File: config.mk
export PLATFORM = sky130hd
export DESIGN_NAME = pirs_route
export DESIGN_NICKNAME = d
export VERILOG_FILES = /design/src/design/pirs_pkg.sv /design/src/design/pirs_route.sv
export SDC_FILE = /design/constraint.sdc
export NUM_CORES = 1
export LEC_CHECK = 0
export ABC_AREA = 1
export BUFFER_PORTS_ARGS = -buffer_cell sky130_fd_sc_hd__buf_2
export CAP_MARGIN = 20
export CORE_ASPECT_RATIO = 1.75
export CORE_MARGIN = 1.5
export CORE_UTILIZATION = 41
export CTS_BUF_LIST = sky130_fd_sc_hd__clkbuf_16
export CTS_CLUSTER_DIAMETER = 120
export DETAILED_ROUTE_END_ITERATION = 8
export HOLD_SLACK_MARGIN = 0.15
export PLACE_DENSITY = 0.68
export SYNTH_ARGS = -nofsm -noshare
export SYNTH_HDL_FRONTEND = slang
export SYNTH_SLANG_ARGS = --single-unit
File: constraint.sdc
create_clock -name REF_CLK -period 2.3 [get_ports REF_CLK]
set_clock_uncertainty 0.2 [all_clocks]
set_input_delay 0.46 -clock REF_CLK [delete_from_list [all_inputs] [get_ports REF_CLK]]
set_output_delay 0.46 -clock REF_CLK [all_outputs]
set_load 0.005 [all_outputs]
File: src/design/pirs_pkg.sv
// Constants for the parallel interrupt route select block
package pirs_pkg;
	// Index register slots and the data port address
	localparam logic [2:0] IDX_PAR_ROUTE = 3'h4;
	localparam logic [2:0] IDX_VERSION = 3'h6;
	localparam logic [2:0] IDX_SER0_ROUTE = 3'h2;
	localparam logic [2:0] IDX_SER1_ROUTE = 3'h3;
	localparam logic [2:0] ADDR_DATA_PORT = 3'h7;
	localparam logic [2:0] ADDR_INDEX = 3'h0;
	// Field layout
	localparam int SEL_MSB = 3;
	localparam logic [7:0] ROUTE_RESET = 8'h00;
	localparam logic [3:0] RESERVED_ZERO = 4'h0;
	// Select codes
	localparam logic [3:0] SEL_OFF = 4'h0;
	localparam logic [3:0] SEL_IRQ3 = 4'h1;
	localparam logic [3:0] SEL_IRQ4 = 4'h2;
	localparam logic [3:0] SEL_IRQ5 = 4'h3;
	localparam logic [3:0] SEL_IRQ6 = 4'h4;
	localparam logic [3:0] SEL_IRQ7 = 4'h5;
	localparam logic [3:0] SEL_IRQ10 = 4'h6;
	localparam logic [3:0] SEL_IRQ11 = 4'h7;
	localparam logic [3:0] SEL_ROM = 4'h8;
	localparam logic [3:0] SEL_IRQ15 = 4'h9;
	localparam int NUM_LINES = 9;
	// Select code 1..9 of each mux line index
	localparam logic [3:0] LINE_CODE [NUM_LINES] = '{4'h1, 4'h2, 4'h3, 4'h4, 4'h5,
		4'h6, 4'h7, 4'h8, 4'h9};
	// Arbitrary revision value; output is its ones-complement
	localparam logic [7:0] SILICON_REV = 8'h05;
endpackage

File: src/design/pirs_route.sv
// Parallel interrupt routing onto the interrupt mux inputs, plus version register
//
// Overview of operation
// - Four-bit code picks which mux input parallel replaces
// - Parallel wins over serial on shared input
// - Conflict substitutes winner, never ORs sources
// - Version register reads ones-complement revision, read-only
// - Version reached via index 6, address 7
// - All three selects stop oscillator, pull-ups
// - Routing register reached via index 4, address 7
// - Upper nibble reserved zero; clears on reset
`timescale 1ns/1ps
module pirs_route (
	// Clock and reset
	input wire logic REF_CLK,
	input wire logic RST_N,
	// Host register port
	input wire logic CHIP_SEL_N,
	input wire logic [2:0] ADDR,
	input wire logic WR_STB,
	input wire logic RD_STB,
	input wire logic [7:0] WDATA,
	output logic [7:0] RDATA,
	// Chip select pins
	input wire logic CHIP_SELECT_ZERO,
	input wire logic CHIP_SELECT_ONE,
	input wire logic CHIP_SELECT_TWO,
	// Interrupt sources and enables
	input wire logic PAR_IRQ,
	input wire logic PARALLEL_IRQ_OUTPUT_ENABLE,
	input wire logic SER0_IRQ,
	input wire logic [3:0] SER0_SEL,
	input wire logic SER1_IRQ,
	input wire logic [3:0] SER1_SEL,
	// External pins, order IRQ3..7,10,11,rom sense,15
	input wire logic [8:0] PIN_IRQ,
	// Mux inputs after substitution
	output logic [8:0] MUX_IN,
	// Power control
	output logic OSC_EN,
	output logic PULLUP_EN
);
	// Synchronised pins
	logic [8:0] pin_s1_q, pin_s2_q;
	logic [2:0] cs_s1_q, cs_s2_q;
	logic par_s1_q, par_s2_q, s0_s1_q, s0_s2_q, s1_s1_q, s1_s2_q;
	// Register state
	logic [2:0] index_q, index_d;
	logic [7:0] route_q, route_d;
	logic [7:0] rdata_q, rdata_d;
	logic [8:0] mux_q, mux_d;
	logic power_on_q, power_on_d;
	logic hit_data, all_cs;

	always_ff @(posedge REF_CLK or negedge RST_N) begin
		if (!RST_N) begin
			pin_s1_q <= 9'h000;
			pin_s2_q <= 9'h000;
			cs_s1_q <= 3'h0;
			cs_s2_q <= 3'h0;
			par_s1_q <= 1'b0;
			par_s2_q <= 1'b0;
			s0_s1_q <= 1'b0;
			s0_s2_q <= 1'b0;
			s1_s1_q <= 1'b0;
			s1_s2_q <= 1'b0;
		end else begin
			pin_s1_q <= PIN_IRQ;
			pin_s2_q <= pin_s1_q;
			cs_s1_q <= {CHIP_SELECT_TWO, CHIP_SELECT_ONE, CHIP_SELECT_ZERO};
			cs_s2_q <= cs_s1_q;
			par_s1_q <= PAR_IRQ;
			par_s2_q <= par_s1_q;
			s0_s1_q <= SER0_IRQ;
			s0_s2_q <= s0_s1_q;
			s1_s1_q <= SER1_IRQ;
			s1_s2_q <= s1_s1_q;
		end
	end

	// Host port and serial selects share this clock, so no synchroniser
	assign hit_data = !CHIP_SEL_N && (ADDR == pirs_pkg::ADDR_DATA_PORT);
	assign all_cs = &cs_s2_q;

	always_comb begin
		index_d = index_q;
		route_d = route_q;
		rdata_d = rdata_q;
		if (!CHIP_SEL_N && WR_STB && ADDR == pirs_pkg::ADDR_INDEX) begin
			index_d = WDATA[2:0];
		end
		if (hit_data && WR_STB && index_q == pirs_pkg::IDX_PAR_ROUTE) begin
			route_d = {pirs_pkg::RESERVED_ZERO, WDATA[pirs_pkg::SEL_MSB:0]};
		end
		if (hit_data && RD_STB) begin
			case (index_q)
				pirs_pkg::IDX_PAR_ROUTE: rdata_d = route_q;
				pirs_pkg::IDX_VERSION: rdata_d = ~pirs_pkg::SILICON_REV;
				default: rdata_d = 8'h00;
			endcase
		end
	end

	always_ff @(posedge REF_CLK or negedge RST_N) begin
		if (!RST_N) begin
			index_q <= 3'h0;
			route_q <= pirs_pkg::ROUTE_RESET;
			rdata_q <= 8'h00;
		end else begin
			index_q <= index_d;
			route_q <= route_d;
			rdata_q <= rdata_d;
		end
	end

	// Host port checks; the index survives data port traffic
	a_index_write: assert property (@(posedge REF_CLK) disable iff (!RST_N)
		(!CHIP_SEL_N && WR_STB && ADDR == pirs_pkg::ADDR_INDEX)
		|=> index_q == $past(WDATA[2:0]))
		else $error("index register write not taken");
	a_index_keep: assert property (@(posedge REF_CLK) disable iff (!RST_N)
		!(!CHIP_SEL_N && WR_STB && ADDR == pirs_pkg::ADDR_INDEX) |=> $stable(index_q))
		else $error("index register changed without a write");
	a_route_read: assert property (@(posedge REF_CLK) disable iff (!RST_N)
		(hit_data && RD_STB && index_q == pirs_pkg::IDX_PAR_ROUTE)
		|=> RDATA == $past(route_q))
		else $error("routing register read wrong");
	a_route_hold: assert property (@(posedge REF_CLK) disable iff (!RST_N)
		!(hit_data && WR_STB && index_q == pirs_pkg::IDX_PAR_ROUTE) |=> $stable(route_q))
		else $error("routing register changed without a write");
	a_rdata_hold: assert property (@(posedge REF_CLK) disable iff (!RST_N)
		!(hit_data && RD_STB) |=> $stable(RDATA))
		else $error("read data changed without a read");

	// Per-line substitution; priority parallel, serial 1, serial 0
	// Reserved codes match no line, so such a write routes nowhere
	generate
		for (genvar i = 0; i < pirs_pkg::NUM_LINES; i++) begin : g_line
			always_comb begin
				if (route_q[pirs_pkg::SEL_MSB:0] == pirs_pkg::LINE_CODE[i]) begin
					mux_d[i] = par_s2_q;
				end else if (SER1_SEL == pirs_pkg::LINE_CODE[i]) begin
					mux_d[i] = s1_s2_q;
				end else if (SER0_SEL == pirs_pkg::LINE_CODE[i]) begin
					mux_d[i] = s0_s2_q;
				end else begin
					mux_d[i] = pin_s2_q[i];
				end
			end

			a_line_par: assert property (@(posedge REF_CLK) disable iff (!RST_N)
				route_q[pirs_pkg::SEL_MSB:0] == pirs_pkg::LINE_CODE[i]
				|=> MUX_IN[i] == $past(par_s2_q))
				else $error("parallel interrupt not on its line");
			a_line_subst: assert property (@(posedge REF_CLK) disable iff (!RST_N)
				(route_q[pirs_pkg::SEL_MSB:0] == pirs_pkg::LINE_CODE[i] && !par_s2_q
				&& (SER0_SEL == pirs_pkg::LINE_CODE[i]
				|| SER1_SEL == pirs_pkg::LINE_CODE[i])) |=> !MUX_IN[i])
				else $error("serial interrupt mixed onto parallel line");
			a_line_pass: assert property (@(posedge REF_CLK) disable iff (!RST_N)
				(route_q[pirs_pkg::SEL_MSB:0] != pirs_pkg::LINE_CODE[i]
				&& SER0_SEL != pirs_pkg::LINE_CODE[i]
				&& SER1_SEL != pirs_pkg::LINE_CODE[i]) |=> MUX_IN[i] == $past(pin_s2_q[i]))
				else $error("unselected line altered");
		end
	endgenerate

	// Oscillator and pull-ups follow the chip select combination
	assign power_on_d = !all_cs;

	always_ff @(posedge REF_CLK or negedge RST_N) begin
		if (!RST_N) begin
			mux_q <= 9'h000;
			power_on_q <= 1'b1;
		end else begin
			mux_q <= mux_d;
			power_on_q <= power_on_d;
		end
	end

	a_osc_run: assert property (@(posedge REF_CLK) disable iff (!RST_N)
		!all_cs |=> OSC_EN && PULLUP_EN)
		else $error("oscillator stopped without all selects");

	assign RDATA = rdata_q;
	assign MUX_IN = mux_q;
	assign OSC_EN = power_on_q;
	assign PULLUP_EN = power_on_q;

	// Enable input is the software's duty; logic ignores it and never gates the parallel interrupt
	logic unused_en;
	assign unused_en = PARALLEL_IRQ_OUTPUT_ENABLE;

	a_route_write: assert property (@(posedge REF_CLK) disable iff (!RST_N)
		(hit_data && WR_STB && index_q == pirs_pkg::IDX_PAR_ROUTE)
		|=> route_q == {4'h0, $past(WDATA[3:0])})
		else $error("routing register write not taken");
	a_route_resv: assert property (@(posedge REF_CLK) disable iff (!RST_N)
		route_q[7:4] == 4'h0)
		else $error("reserved routing bits not zero");
	a_version_read: assert property (@(posedge REF_CLK) disable iff (!RST_N)
		(hit_data && RD_STB && index_q == pirs_pkg::IDX_VERSION)
		|=> RDATA == ~pirs_pkg::SILICON_REV)
		else $error("version read wrong");
	a_version_ro: assert property (@(posedge REF_CLK) disable iff (!RST_N)
		(hit_data && WR_STB && index_q == pirs_pkg::IDX_VERSION) |=> $stable(route_q))
		else $error("version write had effect");
	a_par_wins: assert property (@(posedge REF_CLK) disable iff (!RST_N)
		(route_q[3:0] == pirs_pkg::SEL_IRQ4 && $stable(route_q)) |=> MUX_IN[1] == $past(par_s2_q))
		else $error("parallel did not win");
	a_no_or: assert property (@(posedge REF_CLK) disable iff (!RST_N)
		(route_q[3:0] == pirs_pkg::SEL_IRQ3 && SER0_SEL == pirs_pkg::SEL_IRQ3 && !par_s2_q
		&& $stable(route_q)) |=> !MUX_IN[0])
		else $error("sources were ORed");
	a_pin_pass: assert property (@(posedge REF_CLK) disable iff (!RST_N)
		(route_q[3:0] == pirs_pkg::SEL_OFF && SER0_SEL == 4'h0 && SER1_SEL == 4'h0
		&& $stable(route_q)) |=> MUX_IN == $past(pin_s2_q))
		else $error("unselected pins altered");
	a_osc_stop: assert property (@(posedge REF_CLK) disable iff (!RST_N)
		all_cs |=> !OSC_EN && !PULLUP_EN)
		else $error("oscillator not stopped");
endmodule

; After elaboration in Yosys (flattened, before gate mapping)
; Cells that the tools add are included.
[word_totals]
ff_bits = 55
out_inout_bits = 19
[op_classes]
eq_ne = 30
n_mux = 28
n_reduce_logical = 10
[ops]
columns = cell, n
row1 = == test 4 x 3 -> 1 bit (second input constant), 12
row2 = 2-to-1 mux 1 bit, 27
row3 = == test 4 x 2 -> 1 bit (second input constant), 6
row4 = == test 4 bit (second input constant), 6
row5 = one-hot mux 8 bit (2 select lines), 1
row6 = == test 4 x 1 -> 1 bit (second input constant), 3
row7 = == test 3 bit (second input constant), 3
row8 = logical AND 1 bit, 6
row9 = logical NOT 3 bit, 1
row10 = AND reduction 3 bit, 1
row11 = logical NOT 1 bit, 2

; Depth between registers and ports, before layout
[logic_depth]
word_depth = 4
mapped_depth = 7
ltp_nobuf = 7

; Least setup slack after synthesis
; OpenSTA, ideal clock, no wires.
[synth_timing]
path_kind = input port to flip-flop
from = input port SER1_SEL[1]
to = register mux_q[3] (netlist: MUX_IN[3])
arrival_time_ns = 1.049
t_required_ns = 1.983
path_slack_ns = 0.934
stages = 7
n_path_buf = 1
cell_sequence = buf_6 > nor2_1 > nand2_1 > o21ai_1 > inv_1 > nand2_1 > nand2_1
[synth_between]
elab_chain_cells = 3
[synth_rtl]
columns = item, line_no
row1 = start: declaration, pirs_route.sv:34  ; input wire logic [3:0] SER1_SEL,
row2 = == test 4 x 3 -> 1 bit, pirs_route.sv:142  ; end else if (SER1_SEL == pirs_pkg::LINE_CODE[i]) begin
row3 = 2-to-1 mux 1 bit, pirs_route.sv:142
row4 = 2-to-1 mux 1 bit, pirs_route.sv:140  ; if (route_q[pirs_pkg::SEL_MSB:0] == pirs_pkg::LINE_CODE[i]) begin
row5 = net mux_d[3], pirs_route.sv:51  ; logic [8:0] mux_q, mux_d;
row6 = end signal: assignment, pirs_route.sv:176  ; mux_q <= mux_d;
row7 = end: declaration, pirs_route.sv:51
; The timed path passes the listed nets, and every way through them passes these cells.
; A chain may end at the register's enable or synchronous reset.

; Worst setup path in the final report
[layout_timing]
from = register power_on_q (netlist: OSC_EN)
to = output port OSC_EN
[layout_lines]
columns = item, line_no
row1 = start: declaration, pirs_route.sv:52  ; logic power_on_q, power_on_d;
row2 = start signal: assignment, pirs_route.sv:177  ; power_on_q <= power_on_d;
row3 = end: declaration, pirs_route.sv:40  ; output logic OSC_EN,
; No word-level cell between the ends.

==> results_dict.tcl <==
set metrics [dict create \
    status "finished, final reports clean" \
    syn_area_sq_mm 0.00220 \
    die_h_um 99.9 \
    synth-seq-cells 52 \
    hp-start "pin_s1_q[3]" \
    crit_path_end_kind "output pin" \
    clk_path_buf_depth 2 \
    ff2ff_path_depth 6 \
    synth-edff-count 0 \
    critPathLaunchType "register" \
    crit_buf_inv 1 \
    first_iter_violations 38 \
    yosysWarnings 0 \
    final_hold_viol_count 0 \
    grt_max_degree 25 \
    synth_nets 277 \
    place_inst 339 \
    design.core.area_sq_mm 0.00521 \
    fin_cells 363 \
    finalPower_mw 2.05 \
    hpwl_mm 3.05 \
    num_antenna_cells 0 \
    cts_buffers 5 \
    avgSynthCellArea_sq_um 9.28 \
    finalCritPeriodShare_pct 68.6 \
    grt_pass1_wl_mm 7.04 \
    io_buffers 53 \
    tightest_slew_ps 490 \
    crit_required_ps 1640 \
    gr-total-overflow 0 \
    critPathSlowestCell "dfstp_2" \
    ant_nets 0 \
    yosys.area.top_type_share_pct 58.0 \
    p_comb_share_pct 12.5 \
    ys_async_sr_fraction_pct 100 \
    p_clk_share_pct 37.4 \
    avgRoutedWirePerCell_um 11.5 \
    critPathArrivalTime_ps 920 \
    root_buffer "clkbuf_16" \
    area_growth_pct 27.4 \
    grt_pass1_vias 1645 \
    cp_cell_sequence "buf_2" \
    peakVddDrop_v 0.000469 \
    final_core_util_pct 53.8 \
    drive_gt1_share_pct 28.6 \
    p_int_mw 1.51 \
    fill_cells 493 \
    cts_resized 0 \
    viasPerCell 4.85 \
    final_cell_mix "60 x nand2_1, 53 x buf_2, 51 x dfrtp_1" \
    placed_cell_area_sq_mm 0.00249 \
    rsz0062_at_grt "no" \
    max_clock_freq_mhz 633 \
    switching_share_pct 26.1 \
    io_pins 59 \
    finalSetupViolations 0 \
    r2r_setup_slack_ps 910 \
    synthTopCellsByArea "dfrtp_1 58%, nand2_1 10%, nand3_1 8.2%" \
    synthCells 237 \
    crit_family "flip-flops" \
    holdPathEnd "pin_s2_q[3]" \
    mostFrequentLayoutCell "nand2_1" \
    r2r-start "route_q[3]" \
    max_stage_delay_ps 530 \
    p_seq_share_pct 50.1 \
    cts.clk_slew.worst_paths_ps 70 \
    synth_seq_area_share_pct 59.2 \
    drv_slew 0 \
    switchingPower_mw 0.536 \
    fin_crit_ps 1580 \
    crit_path_max_fanout 2 \
    dr_total_vias 1760 \
    pwr_density_cell_mw_per_mm2 732 \
    max_cap_violations 0 \
    finalInstanceArea_sq_mm 0.00280 \
    hold_path_depth 0 \
    antenna_found_initial 0 \
    r2r-end "MUX_IN[3]" \
    drt-total-wl_mm 4.17 \
    insertion_delay_ps 290 \
    drc 0 \
    htreeDepth 2 \
    dieWidth_um 58.4 \
    cts_tree "yes" \
    p_leak_nw 1.41 \
    start_util_pct 42.2 \
    path_class "register to output pin" \
    first_pass_iters 4 \
    fin_nets 347 \
    rows 35 \
    grt_util_all_layers_pct 15.8 \
    synth_largest_area_cell "dfrtp_1" \
    die-area_sq_mm 0.00583 \
    synth_cell_types 23 \
    max_slew_margin_pct 67.4 \
    synth_ff_type "dfrtp_1" \
    place_congestion 0.841 \
    clock-sinks 52 \
    hold_class "register to register" \
    setup_tns_ps 0 \
]
-- worst max path at each step --
stage	start	endpoint	cells past startpoint	slack [ps]
floorplan	SER1_SEL[1]	MUX_IN[3]	7	930
global placement	SER0_SEL[2]	MUX_IN[2]	7	690
detailed placement	SER0_SEL[2]	MUX_IN[2]	7	650
CTS	OSC_EN	OSC_EN	1	720
global route	RST_N	index_q[2]	3	680
finish	OSC_EN	OSC_EN	1	720
-- timing repair --
action,in CTS,in global routing
buffers inserted,0,0
endpoints found under the hold margin,36,0
hold buffers,16,0
-- power groups by stage --
stage / registers (mW) / clock network [mW] / logic (mW)
6_report: 1.03 / 0.767 / 0.257
5_1_grt: 1.04 / 0.825 / 0.294
4_1_cts: 1.03 / 0.784 / 0.260
3_5_place_dp: 1.04 / 0 / 0.238
3_3_place_gp: 1.04 / 0 / 0.234
2_1_floorplan: 1.04 / 0 / 0.145
-- sequential cells by signal, indices dropped and copies added, names as in the netlist, 3 cells and up --
| register | flops |
|---|---|
| cs_s1_q | 3 |
| pin_s2_q | 9 |
| index_q | 3 |
| pin_s1_q | 9 |
| cs_s2_q | 3 |
| route_q | 4 |
| MUX_IN | 9 |
| RDATA | 5 |
-- through the flow --
| stage | setup WS, ps | hold slack, ps |
|---|---|---|
| after floorplan | 934 | -35.6 |
| after global placement | 695 | 132 |
| after detailed placement | 651 | 135 |
| after CTS | 717 | 152 |
| after global routing | 681 | 158 |
| final | 721 | 149 |
-- logic make-up after synthesis --
family | after synthesis | synth area share (%)
DFF | 52 | 59.2
and+or+nand+nor | 131 | 28.8
buffers and inverters | 38 | 8.02
AOI/OAI and AO/OA | 16 | 3.98
-- area by class of cell --
class                      count  area [sq um]  area share [%]
clock inverter                 3          28.8            1.03
multi-input combinational    147           721            25.7
sequential                    52          1300            46.5
timing repair buffer          71           440            15.7
inverter                      30           115            4.11
clock buffer                   5           125            4.47
tap                           55          68.8            2.46
-- synth_stat cells, types with 2 or more instances --
cell,count
nor2_2,7
o21ai_1,3
inv_2,8
o21ai_0,10
buf_4,4
nand2_1,60
nand4_1,12
nor2_1,9
inv_1,21
nor2_4,3
buf_6,2
a21oi_2,2
dfrtp_1,51
nand3_1,36
-- per-layer routing --
metal | track usage, % | part of all wire [%] | vias to the layer above | routed length [um]
met5 | 0 | 0 | - | 0
met4 | 6.62 | 2.3 | 0 | 95
met3 | 3.35 | 3.8 | 8 | 157
met2 | 28.8 | 54 | 37 | 2270
met1 | 17.0 | 39 | 813 | 1650
li1 | - | - | 902 | -
Note: power is estimated with default switching activity, not from simulation.
